`config.mk`:
```
export PLATFORM = sky130hd
export DESIGN_NAME = sps_page_stack
export DESIGN_NICKNAME = d
export VERILOG_FILES = /design/src/logic/sps_pkg.sv /design/src/logic/sps_page_stack.sv
export SDC_FILE = /design/constraint.sdc
export NUM_CORES = 1
export LEC_CHECK = 0
export BUFFER_PORTS_ARGS = -buffer_cell sky130_fd_sc_hd__clkbuf_2
export CORE_UTILIZATION = 47
export DETAILED_ROUTE_END_ITERATION = 12
export PLACE_DENSITY = 0.88
export SYNTH_ARGS = -nofsm -noshare
export SYNTH_HDL_FRONTEND = slang
export SYNTH_SLANG_ARGS = --single-unit
export TNS_END_PERCENT = 20
```
`constraint.sdc`:
```
create_clock -name pclk -period 3.8 [get_ports pclk]
set_input_delay 0.19 -clock pclk [delete_from_list [all_inputs] [get_ports pclk]]
set_output_delay 0.19 -clock pclk [all_outputs]
set_load 0.01 [all_outputs]
```
`src/logic/sps_pkg.sv`:
```
// package for the page context stack: offsets, resets, bus carriers
package sps_pkg;
    localparam int          SPS_DW            = 8;
    localparam int          SPS_ENTRIES       = 3;
    // register offsets, not used: the decoder matches each index below times four
    localparam logic [11:0] SPS_OFF_CURRENT   = 12'h0A4;
    localparam logic [11:0] SPS_OFF_SECOND    = 12'h085;
    localparam logic [11:0] SPS_OFF_THIRD     = 12'h086;
    localparam logic [11:0] SPS_OFF_CONTROL   = 12'h0E4;
    // register indices as printed
    localparam logic [9:0]  SPS_IDX_SECOND    = 10'h085;
    localparam logic [9:0]  SPS_IDX_THIRD     = 10'h086;
    localparam logic [9:0]  SPS_IDX_CURRENT   = 10'h0A7;
    localparam logic [9:0]  SPS_IDX_CONTROL   = 10'h0E5;
    localparam logic [7:0]  SPS_RST_PAGE      = 8'h00;
    localparam logic [7:0]  SPS_RST_SECOND    = 8'h00;
    localparam logic [7:0]  SPS_RST_THIRD     = 8'h00;
    localparam logic        SPS_RST_AUTO_EN   = 1'b1;
    localparam int          SPS_AUTO_EN_BIT   = 0;
    localparam logic [7:0]  SPS_ISR_PAGE      = 8'h00;

    typedef struct packed {
        logic        psel;
        logic        penable;
        logic        pwrite;
        logic [11:0] paddr;
        logic [31:0] pwdata;
    } sps_apb_req_s;

    typedef struct packed {
        logic        pready;
        logic        pslverr;
        logic [31:0] prdata;
    } sps_apb_rsp_s;

    typedef struct packed {
        logic [7:0]  current_page_select;
        logic [7:0]  page_stack_second;
        logic [7:0]  page_stack_third;
        logic        auto_page_enable;
        logic        pready;
        logic        pslverr;
        logic [31:0] prdata;
    } sps_state_s;
endpackage : sps_pkg

```
`src/logic/sps_page_stack.sv`:
```
// three-byte page context stack with apb register access
// bus timing: a setup cycle is decoded and answered one cycle later;
// pready stands for exactly that access cycle, so the slave never
// stretches a transfer. read data is captured at the setup edge and
// stands in the access cycle; a write lands only at the completing
// access edge, the one at which the master samples pready high.
//
// stack timing: the core strobes are taken at the edge where they are
// high, and the moved values are visible in the following cycle.
//
// Register access over APB is this design's own decision.
module sps_page_stack #(
    // one byte per stack entry; the register map and bus lanes assume it
    parameter int PAGE_W = 8
) (
    // clock and reset
    input  wire logic                  pclk,
    input  wire logic                  presetn,
    // apb slave
    input  wire sps_pkg::sps_apb_req_s apb_req,
    output sps_pkg::sps_apb_rsp_s      apb_rsp,
    // core interrupt sequencing
    input  wire logic                  irq_entry_pulse,
    input  wire logic                  irq_return_pulse,
    // page in use by the core
    output logic [7:0]                 current_page_select,
    output logic                       auto_page_enable
);
    import sps_pkg::*;

    // register selected by the bus address
    typedef enum logic [2:0] {
        SPS_SEL_NONE    = 3'h0,
        SPS_SEL_CURRENT = 3'h1,
        SPS_SEL_SECOND  = 3'h3,
        SPS_SEL_THIRD   = 3'h2,
        SPS_SEL_CONTROL = 3'h6
    } sps_sel_e;

    // stack movement asked for by the core in this cycle
    typedef enum logic [1:0] {
        SPS_MOVE_HOLD = 2'h0,
        SPS_MOVE_PUSH = 2'h1,
        SPS_MOVE_POP  = 2'h3
    } sps_move_e;

    // the byte-wide entries and bus lanes cannot serve another width
    if (PAGE_W != SPS_DW) begin : g_width_check
        $error("sps_page_stack: PAGE_W must equal 8");
    end

    sps_state_s s_r;
    sps_state_s s_nxt;

    function automatic logic hit(input logic [11:0] a, input logic [9:0] idx);
        hit = (a == {idx, 2'b00});
    endfunction : hit

    // one decoder serves both the read and the write path
    function automatic sps_sel_e decode(input logic [11:0] a);
        if (hit(a, SPS_IDX_CURRENT)) begin
            decode = SPS_SEL_CURRENT;
        end else if (hit(a, SPS_IDX_SECOND)) begin
            decode = SPS_SEL_SECOND;
        end else if (hit(a, SPS_IDX_THIRD)) begin
            decode = SPS_SEL_THIRD;
        end else if (hit(a, SPS_IDX_CONTROL)) begin
            decode = SPS_SEL_CONTROL;
        end else begin
            decode = SPS_SEL_NONE;
        end
    endfunction : decode

    // stack entry number to its register
    function automatic sps_sel_e entry_sel(input int i);
        case (i)
            0:       entry_sel = SPS_SEL_CURRENT;
            1:       entry_sel = SPS_SEL_SECOND;
            2:       entry_sel = SPS_SEL_THIRD;
            default: entry_sel = SPS_SEL_NONE;
        endcase
    endfunction : entry_sel

    // unused upper lanes read as zero
    function automatic logic [31:0] read_word(input sps_sel_e sel, input sps_state_s s);
        read_word = 32'h0000_0000;
        case (sel)
            SPS_SEL_CURRENT: read_word[7:0] = s.current_page_select;
            SPS_SEL_SECOND:  read_word[7:0] = s.page_stack_second;
            SPS_SEL_THIRD:   read_word[7:0] = s.page_stack_third;
            SPS_SEL_CONTROL: read_word[SPS_AUTO_EN_BIT] = s.auto_page_enable;
            default:         read_word = 32'h0000_0000;
        endcase
    endfunction : read_word

    logic                   setup_hit;
    logic                   access_done;
    logic                   wr_done;
    logic                   rd_setup;
    sps_sel_e               sel;
    sps_move_e              move;
    logic [SPS_ENTRIES-1:0] entry_wr;
    logic                   ctrl_wr;
    logic [7:0]             wr_byte;

    // per-entry software write strobes
    for (genvar i = 0; i < SPS_ENTRIES; i++) begin : g_entry_wr
        assign entry_wr[i] = wr_done && (sel == entry_sel(i));
    end

    always_comb begin
        setup_hit   = apb_req.psel && !apb_req.penable;
        // the access completes at the edge where our ready is high
        access_done = apb_req.psel && apb_req.penable && s_r.pready;
        wr_done     = access_done && apb_req.pwrite;
        rd_setup    = setup_hit && !apb_req.pwrite;
        sel         = decode(apb_req.paddr);
        ctrl_wr     = wr_done && (sel == SPS_SEL_CONTROL);
        wr_byte     = apb_req.pwdata[7:0];

        // entry wins if both strobes coincide; the return is then lost
        move = SPS_MOVE_HOLD;
        if (s_r.auto_page_enable) begin
            if (irq_entry_pulse) begin
                move = SPS_MOVE_PUSH;
            end else if (irq_return_pulse) begin
                move = SPS_MOVE_POP;
            end
        end

        s_nxt = s_r;

        // answer exactly one cycle after every setup
        s_nxt.pready  = setup_hit;
        s_nxt.pslverr = setup_hit && (sel == SPS_SEL_NONE);
        s_nxt.prdata  = 32'h0000_0000;
        if (rd_setup) begin
            s_nxt.prdata = read_word(sel, s_r);
        end

        // software writes first, so a shift below overrides the entry writes, except a third-entry write during a pop; a control write is never overridden
        if (entry_wr[0]) begin
            s_nxt.current_page_select = wr_byte;
        end
        if (entry_wr[1]) begin
            s_nxt.page_stack_second = wr_byte;
        end
        if (entry_wr[2]) begin
            s_nxt.page_stack_third = wr_byte;
        end
        if (ctrl_wr) begin
            s_nxt.auto_page_enable = apb_req.pwdata[SPS_AUTO_EN_BIT];
        end

        case (move)
            SPS_MOVE_PUSH: begin
                s_nxt.current_page_select = SPS_ISR_PAGE;
                s_nxt.page_stack_second   = s_r.current_page_select;
                s_nxt.page_stack_third    = s_r.page_stack_second;
            end
            SPS_MOVE_POP: begin
                // third entry keeps its value: nothing lies below it
                s_nxt.current_page_select = s_r.page_stack_second;
                s_nxt.page_stack_second   = s_r.page_stack_third;
            end
            default: begin
                s_nxt.pslverr = s_nxt.pslverr;
            end
        endcase
    end

    always_ff @(posedge pclk or negedge presetn) begin
        if (!presetn) begin
            s_r <= '{current_page_select: SPS_RST_PAGE,
                     page_stack_second:   SPS_RST_SECOND,
                     page_stack_third:    SPS_RST_THIRD,
                     auto_page_enable:    SPS_RST_AUTO_EN,
                     pready:              1'b0,
                     pslverr:             1'b0,
                     prdata:              32'h0000_0000};
        end else begin
            s_r <= s_nxt;
        end
    end

    assign apb_rsp.pready       = s_r.pready;
    assign apb_rsp.pslverr      = s_r.pslverr;
    assign apb_rsp.prdata       = s_r.prdata;
    assign current_page_select  = s_r.current_page_select;
    assign auto_page_enable     = s_r.auto_page_enable;
endmodule : sps_page_stack

```
==> results.toml, run 1 <==
[clock_network]
cts_buffer_depth = 2
cts_root_buf = "clkbuf_8"
numCtsBuffers = 5
clkTransAtPathRegs_ns = 0.06
insertion_delay_ns = 0.29
cts_tree = "yes"
cts-resized-gates = 0
h-tree-depth = 2
cts_num_sinks = 35
post_cts_buffers = 0
cts_hold_repair.buffers = 0

[route]
antenna_left = 0
met3_length_um = 339
wl_met1_um = 1670
dr.pass1.iters = 4
highest_layer = "met4"
num_vias = 1613
drtIter0Drc = 176
drc = 0
wl_per_cell_um = 14.3
met2_length_um = 2130
via_per_inst = 5.45
wirelength_um = 4230

[power]
p_per_area_mw_per_mm2 = 321
ir_drop_mv = 0.140
p_total_mw = 0.726
p_leak_nw = 1.19

[placement]
dpl-instance-area_mm2 = 0.00216
pre_cts_ws_ns = 1.81
dp_hpwl_um = 3000
gp_congestion = 0.811
dp.cells = 288
port_buffers = 45

[finish]
final_cell_mix = "clkbuf_2, dfrtp_1, conb_1"
final_common_cell = "clkbuf_2"
nFillCells = 403
antennaDiodeCount = 0
syn2layout_area_growth_pct = 4.82
final_cell_area_mm2 = 0.00226
finalNonFillerCells = 296
nNetsFinal = 294
utilization_pct = 51.5
final_layout_size_suffix_gt1_share_pct = 27.9

[run_status]
violations = "negative hold slack"
status = "finished, violations left"

[sta]
period_share_pct = 53.2
holdWs_ns = -0.00652
relSlewSlack_pct = 44.5
tightest_slew_ns = 0.832
period_minus_slack_ns = 2.02
rsz0062_at_grt = "false"
setup_viol = 0
finalHoldViolations = 34
fin_skew_ns = 0.00217
max_freq_mhz = 495
fin_tns_setup_ns = 0
finalWorstSetupSlack_ns = 1.78
slew_violations = 0

[grt]
grt_max_degree = 36
antenna_found_initial = 0
grt_usage_pct = 18.7
grt_pass1_vias = 1477
grt_pass1_wl_um = 6950
grt_overflow = 0

[setup_path]
critPathMaxFanout = 14
crit_required_ns = 3.98
worstPathArrival_ns = 2.20
cp-start-kind = "register"
setup.worst_path.end_class = "register"
critical_path_class = "reg -> reg"

[synthesis]
synth_warnings = 0
synth_cells = 220
avgSynthCellArea_um2 = 9.80
seq_area_frac_synth_pct = 40.7
synth_edf_count = 0
synth_ff_type = "dfrtp_1"
ys_types = 36
synth.ff_latch_count = 35
netlist_area_mm2 = 0.00216
synthArstFlopShare_pct = 100

[floorplanning]
fp.dieH_um = 69.7
fp.coreArea_mm2 = 0.00438
die_w_um = 69.7
die_area_mm2 = 0.00486
start_util_pct = 49.2
fp-row-count = 24
num_io_pins = 94

[run]
maxCapViolCount = 0

[worst_hold_path]
hold_class = "in -> async"
==> report_power, final <==
group / leakage, nW / internal [mW] / switching (mW)
clock: 0.0515 / 0.165 / 0.128
sequential: 0.483 / 0.375 / 0.00137
combinational: 0.654 / 0.0201 / 0.0374
==> critical path, stage by stage, from the launching register on <==
cell and delay (ns):
dfstp_2 0.68, and3b_1 0.58, mux2i_1 0.26, o21ai_0 0.09, mux2_2 0.28
==> routing by layer <==
metal  track usage [%]  vias up
li1                  -      778
met1              22.1      760
met2              30.7       66
met3              6.40        9
met4              8.44        0
met5                 0        -
==> registers in the layout, summed over array words and instances, names as in the netlist <==
name,flops
s_r,16
auto_page_enable,1
current_page_select,8
apb_rsp,10
==> layout make-up <==
cell class / count / area, um2 / share of cell area, %
Sequential cell: 35 / 877 / 38.8
Inverter: 2 / 7.51 / 0.332
Clock buffer: 8 / 100 / 4.43
Timing Repair Buffer: 46 / 233 / 10.3
Tap cell: 52 / 65.1 / 2.88
Multi-Input combinational cell: 153 / 977 / 43.2
==> cells in the mapped netlist, types with 2 or more instances <==
| cell | number | area share (%) |
|---|---|---|
| nor2_1 | 17 | 3.0 |
| mux2i_1 | 13 | 6.0 |
| o22ai_1 | 3 | 0.87 |
| o21ai_1 | 2 | 0.46 |
| o21ai_0 | 15 | 3.5 |
| buf_4 | 42 | 15 |
| a21oi_1 | 11 | 2.6 |
| clkbuf_1 | 2 | 0.35 |
| buf_6 | 2 | 1.0 |
| nor4bb_1 | 3 | 1.4 |
| nand2_1 | 17 | 3.0 |
| a222oi_1 | 7 | 3.3 |
| nor4b_1 | 2 | 0.81 |
| buf_2 | 7 | 1.6 |
| inv_1 | 2 | 0.35 |
| nand3b_1 | 3 | 1.0 |
| and3_1 | 4 | 1.2 |
| mux2_2 | 8 | 4.2 |
| a22oi_1 | 10 | 3.5 |
| dfrtp_1 | 34 | 39 |
==> final timing paths <==
| path | startpoint | endpoint | slack, ns | cells after the start |
|---|---|---|---|---|
| max in group asynchronous | presetn | apb_rsp[4] | 3.29 | 1 |
| worst max-delay path | auto_page_enable | s_r[45] | 1.78 | 4 |
| worst max register to register | auto_page_enable | s_r[45] | 1.78 | 4 |
| min in group pclk | apb_req[46] | apb_rsp[33] | 0.16 | 3 |
| worst min register to register | current_page_select[4] | current_page_select[4] | 0.55 | 2 |
| worst min-delay path | presetn | apb_rsp[32] | -0.007 | 1 |
==> cell families after synthesis <==
logic type	count (synthesis)	synth area share, %
AOI/OAI and AO/OA	53	16.2
buffers and inverters	55	18.0
DFF	35	40.7
muxes	21	10.2
other	1	0.174
and+or+nand+nor	55	14.7
(Power assumes the default switching activity.)
==> run 2: changes to the inputs <==
==> constraint.sdc (replaced) <==
create_clock -name pclk -period 2 [get_ports pclk]
set_input_delay 0.1 -clock pclk [delete_from_list [all_inputs] [get_ports pclk]]
set_output_delay 0.1 -clock pclk [all_outputs]
set_load 0.01 [all_outputs]
==> run 2 against run 1 <==
The flow now finishes without violations. Clock-buffer cell count shrank 1. Register-to-register slack worse by 1.7 ns. First-iteration DRC count fell by 2.8%.
==> results.toml, run 2 (synthesis results as in run 1) <==
[worst_hold_path]
hold_depth = 3
hold_class = "in -> reg"
holdPathEnd = "apb_rsp[33]"
timing.hold.worst.start = "apb_req[46]"

[power]
p_leak_nw = 1.20
p_total_mw = 1.32
ir_drop_mv = 0.246
p_per_area_mw_per_mm2 = 579

[finish]
final_cell_mix = "clkbuf_2, dfrtp_1, conb_1"
nFillCells = 424
regMostFlops = "s_r"
antennaDiodeCount = 0
nNetsFinal = 299
syn2layout_area_growth_pct = 5.80
final_layout_size_suffix_gt1_share_pct = 28.5
final_common_cell = "clkbuf_2"
largest_reg_flops = 16

[clock_network]
cts_buffer_depth = 2
cts_root_buf = "clkbuf_8"
h-tree-depth = 2
cts_num_sinks = 35
numCtsBuffers = 5
clkTransAtPathRegs_ns = 0.07
cts_tree = "yes"
cts-resized-gates = 0
insertion_delay_ns = 0.29

[sta]
period_minus_slack_ns = 1.89
finalWorstSetupSlack_ns = 0.114
period_share_pct = 94.3
fin_skew_ns = 0.00517
finalHoldViolations = 0
tightest_slew_ns = 0.843
rsz0062_at_grt = "false"
setup_viol = 0
holdWs_ns = 0.0595
relSlewSlack_pct = 43.8
slew_violations = 0
max_freq_mhz = 530
fin_tns_setup_ns = 0

[placement]
port_buffers = 45
gp_congestion = 0.812
pre_cts_ws_ns = 0.199
dp_hpwl_um = 3300

[setup_path]
critPathMaxFanout = 9
crit_required_ns = 2.18
r2r-end = "s_r[47]"
r2r_slack_ns = 0.11
timing.rr.start = "auto_page_enable"
cp-start-kind = "register"
worstPathArrival_ns = 2.07
setup.worst_path.end_class = "register"
critical_path_class = "reg -> reg"
worst_r2r_path_depth = 4

[floorplanning]
fp.coreArea_mm2 = 0.00438
num_io_pins = 94
die_w_um = 69.7
fp.dieH_um = 69.7
fp-row-count = 24
die_area_mm2 = 0.00486
start_util_pct = 49.2

[route]
drtIter0Drc = 171
drc = 0
dr.pass1.iters = 4
wirelength_um = 4510
via_per_inst = 5.61
num_vias = 1689
antenna_left = 0
wl_per_cell_um = 15.0

[run_status]
status = "finished, final reports clean"

[grt]
grt_pass1_wl_um = 7710
grt_usage_pct = 20.4
grt_max_degree = 36
grt_overflow = 0
grt_pass1_vias = 1658
antenna_found_initial = 0

[run]
maxCapViolCount = 0
-- run 2: cell types whose count changed in the layout (fill, tap and decap cells not counted) --
cell and change:
buf_4 +4, clkbuf_8 -2, clkbuf_1 +1, clkinv_2 +1, dlygate4sd3_1 +1
-- run 2: layout make-up --
cell class,instances,area [um2],area share (%)
tap,52,65.1,2.85
timing repair buffer,51,273,12.0
clock inverter,1,5.00,0.219
inverter,2,7.51,0.329
clock buffer,7,76.3,3.35
sequential,35,877,38.5
multi-input combinational,153,977,42.8
-- run 2: critical path, stage by stage (launching register included) --
cell and delay [ns]:
dfstp_2 0.63, and3b_1 0.43, mux2i_1 0.26, o21ai_0 0.13, mux2_2 0.31
-- run 2: timing repair --
item	in CTS	in global routing
hold buffers	1	0
setup buffers	0	0
endpoints found under the hold margin	34	0
-- run 2: stage by stage --
step	util (%)	instances	cell area (um2)
after floorplan	-	243	2240
after global placement	49.9	292	2190
after detailed placement	49.9	292	2190
after CTS	52.0	301	2280
after global routing	52.0	301	2280
final	52.0	301	2280
-- run 2: worst max path at each step --
stage / slack (ns) / from / endpoint / cells past startpoint
floorplan: 0.41 / auto_page_enable / s_r[46] / 6
global placement: 0.26 / auto_page_enable / s_r[46] / 4
detailed placement: 0.20 / auto_page_enable / s_r[47] / 4
CTS: 0.12 / auto_page_enable / s_r[47] / 4
global route: 0.04 / auto_page_enable / s_r[47] / 4
finish: 0.11 / auto_page_enable / s_r[47] / 4
-- run 2: power by group --
group          internal [mW]  switching, mW  total, mW
clock                  0.244          0.247      0.491
combinational         0.0395         0.0744      0.114
sequential             0.712        0.00256      0.714
-- run 2: routing by layer --
metal / GRT usage [%] / vias to the layer above / share of wire (%)
met5: 0 / - / 0
met4: 10.2 / 0 / 2.1
met3: 6.83 / 13 / 8.8
met2: 35.1 / 83 / 52
met1: 22.3 / 812 / 37
li1: - / 781 / -
==> run 3: changes to the inputs <==
--- a/config.mk
+++ b/config.mk
@@ -6,9 +6,9 @@
 export NUM_CORES = 1
 export LEC_CHECK = 0
 export BUFFER_PORTS_ARGS = -buffer_cell sky130_fd_sc_hd__clkbuf_2
-export CORE_UTILIZATION = 47
+export CORE_UTILIZATION = 45
 export DETAILED_ROUTE_END_ITERATION = 12
-export PLACE_DENSITY = 0.88
+export PLACE_DENSITY = 0.85
 export SYNTH_ARGS = -nofsm -noshare
 export SYNTH_HDL_FRONTEND = slang
 export SYNTH_SLANG_ARGS = --single-unit
==> run 3 against run 2 <==
The run now ends with design-rule violations left. Clock-buffer cell count unchanged. Global-route usage decreased by 2.1 points. First-iteration DRC count shrank 18%. Combinational power about the same. Register-to-register slack better by 0.04 ns. Flip-flop and latch count unchanged. Clock power is essentially flat. Sequential share of layout area up 0.13 points. Routed wire length is 2.5% lower. Cell count decreased by 0.33%. Via count decreased by 4.0%. Largest power group unchanged.
==> results.toml, run 3 (synthesis results as in run 1) <==
[placement]
port_buffers = 45
gp_congestion = 0.840
pre_cts_ws_ns = 0.220
dp_hpwl_um = 3130

[run_status]
violations = "design-rule violations"
status = "finished, violations left"

[finish]
final_cell_mix = "clkbuf_2, dfrtp_1, conb_1"
largest_reg_flops = 16
antennaDiodeCount = 0
final_layout_size_suffix_gt1_share_pct = 28.2
syn2layout_area_growth_pct = 5.46
nNetsFinal = 298
final_common_cell = "clkbuf_2"
regMostFlops = "s_r"

[clock_network]
insertion_delay_ns = 0.29
cts_tree = "yes"
cts_buffer_depth = 2
cts_num_sinks = 35
clkTransAtPathRegs_ns = 0.07
cts_root_buf = "clkbuf_8"
h-tree-depth = 2
post_cts_buffers = 0
numCtsBuffers = 5

[grt]
grt_usage_pct = 18.3
antenna_found_initial = 0
grt_pass1_vias = 1552
grt_overflow = 0
grt_pass1_wl_um = 7240
grt_max_degree = 36

[route]
wirelength_um = 4400
wl_per_cell_um = 14.7
dr.pass1.iters = 8
drtIter0Drc = 140
drc = 5
antenna_left = 0
num_vias = 1621
via_per_inst = 5.40

[setup_path]
critPathMaxFanout = 9
critical_path_class = "reg -> reg"
timing.rr.start = "auto_page_enable"
r2r_slack_ns = 0.16
crit_required_ns = 2.18
cp_cell_sequence = "and3b_1 -> mux2i_1 -> o21ai_0 -> mux2_2"
worst_r2r_path_depth = 4
cp-start-kind = "register"
crit_path_end = "s_r[47]"
worstPathArrival_ns = 2.02
slowest_stage = "dfstp_2"
setup.worst_path.end_class = "register"
crit_path_start = "auto_page_enable"
cpPeakStageDelay_ns = 0.61
r2r-end = "s_r[47]"

[sta]
finalHoldViolations = 0
period_minus_slack_ns = 1.84
finalWorstSetupSlack_ns = 0.159
slew_violations = 0
relSlewSlack_pct = 43.4
period_share_pct = 92.1
fin_skew_ns = 0.00537
fin_tns_setup_ns = 0
setup_viol = 0
max_freq_mhz = 543
tightest_slew_ns = 0.849
rsz0062_at_grt = "false"

[floorplanning]
num_io_pins = 94
fp-row-count = 24
fp.coreArea_mm2 = 0.00447
die_w_um = 71.2
start_util_pct = 48.2
fp.dieH_um = 71.2
die_area_mm2 = 0.00507

[power]
p_leak_nw = 1.20
ir_drop_mv = 0.222
p_per_area_mw_per_mm2 = 581

[run]
maxCapViolCount = 0

[worst_hold_path]
hold_class = "in -> reg"
==> run 3: worst min-delay path by stage <==
| stage | startpoint | end | cells past startpoint |
|---|---|---|---|
| 2_1_floorplan | presetn | apb_rsp[0] | 0 |
| 3_3_place_gp | presetn | apb_rsp[32] | 1 |
| 3_5_place_dp | presetn | apb_rsp[32] | 1 |
| 4_1_cts | apb_req[46] | apb_rsp[33] | 3 |
| 5_1_grt | apb_req[46] | apb_rsp[33] | 3 |
| 6_report | apb_req[46] | apb_rsp[33] | 3 |
==> run 3: worst max-delay path, delay by kind of cell (launching register included) <==
family             cells  cell delay [ns]
muxes                  2             0.55
DFF                    1             0.61
and+or+nand+nor        1             0.46
AOI/OAI and AO/OA      1             0.11
==> run 3: cell type report <==
type | count | area (um2)
clock buffer | 7 | 76.3
clock inverter | 1 | 5.00
fill | 441 | 2200
inverter | 2 | 7.51
multi-input combinational | 153 | 977
sequential | 35 | 877
tap | 52 | 65.1
timing repair buffer | 50 | 265
==> run 3: per-stage QoR <==
step | utilization, % | area, um2 | cells | total power [mW] | hold slack [ns]
after global placement | 48.8 | 2180 | 291 | 0.834 | 0.240
after detailed placement | 48.8 | 2180 | 291 | 0.838 | 0.251
final | 50.8 | 2270 | 300 | 1.32 | 0.0719
after global routing | 50.8 | 2270 | 300 | 1.38 | 0.0959
after floorplan | - | 2240 | 243 | 0.820 | -0.196
after CTS | 50.8 | 2270 | 300 | 1.33 | 0.0786
==> run 3: power breakdown <==
part	switching (mW)	total, mW	internal [mW]
registers	0.00252	0.714	0.712
clock network	0.250	0.494	0.244
logic	0.0729	0.112	0.0395
==> run 3: repair_timing <==
action,4_1_cts,5_1_grt
endpoints found under the hold margin,34,0
gates resized for setup,0,0
hold buffers,1,0
==> run 3: per-layer routing <==
layer	wire [um]	up-vias	part of all wire (%)	track usage (%)
met5	0	-	0	0
met4	48	0	1.1	6.89
met3	231	7	5.2	3.80
met2	2210	62	50	30.7
met1	1910	770	43	23.3
li1	-	782	-	-
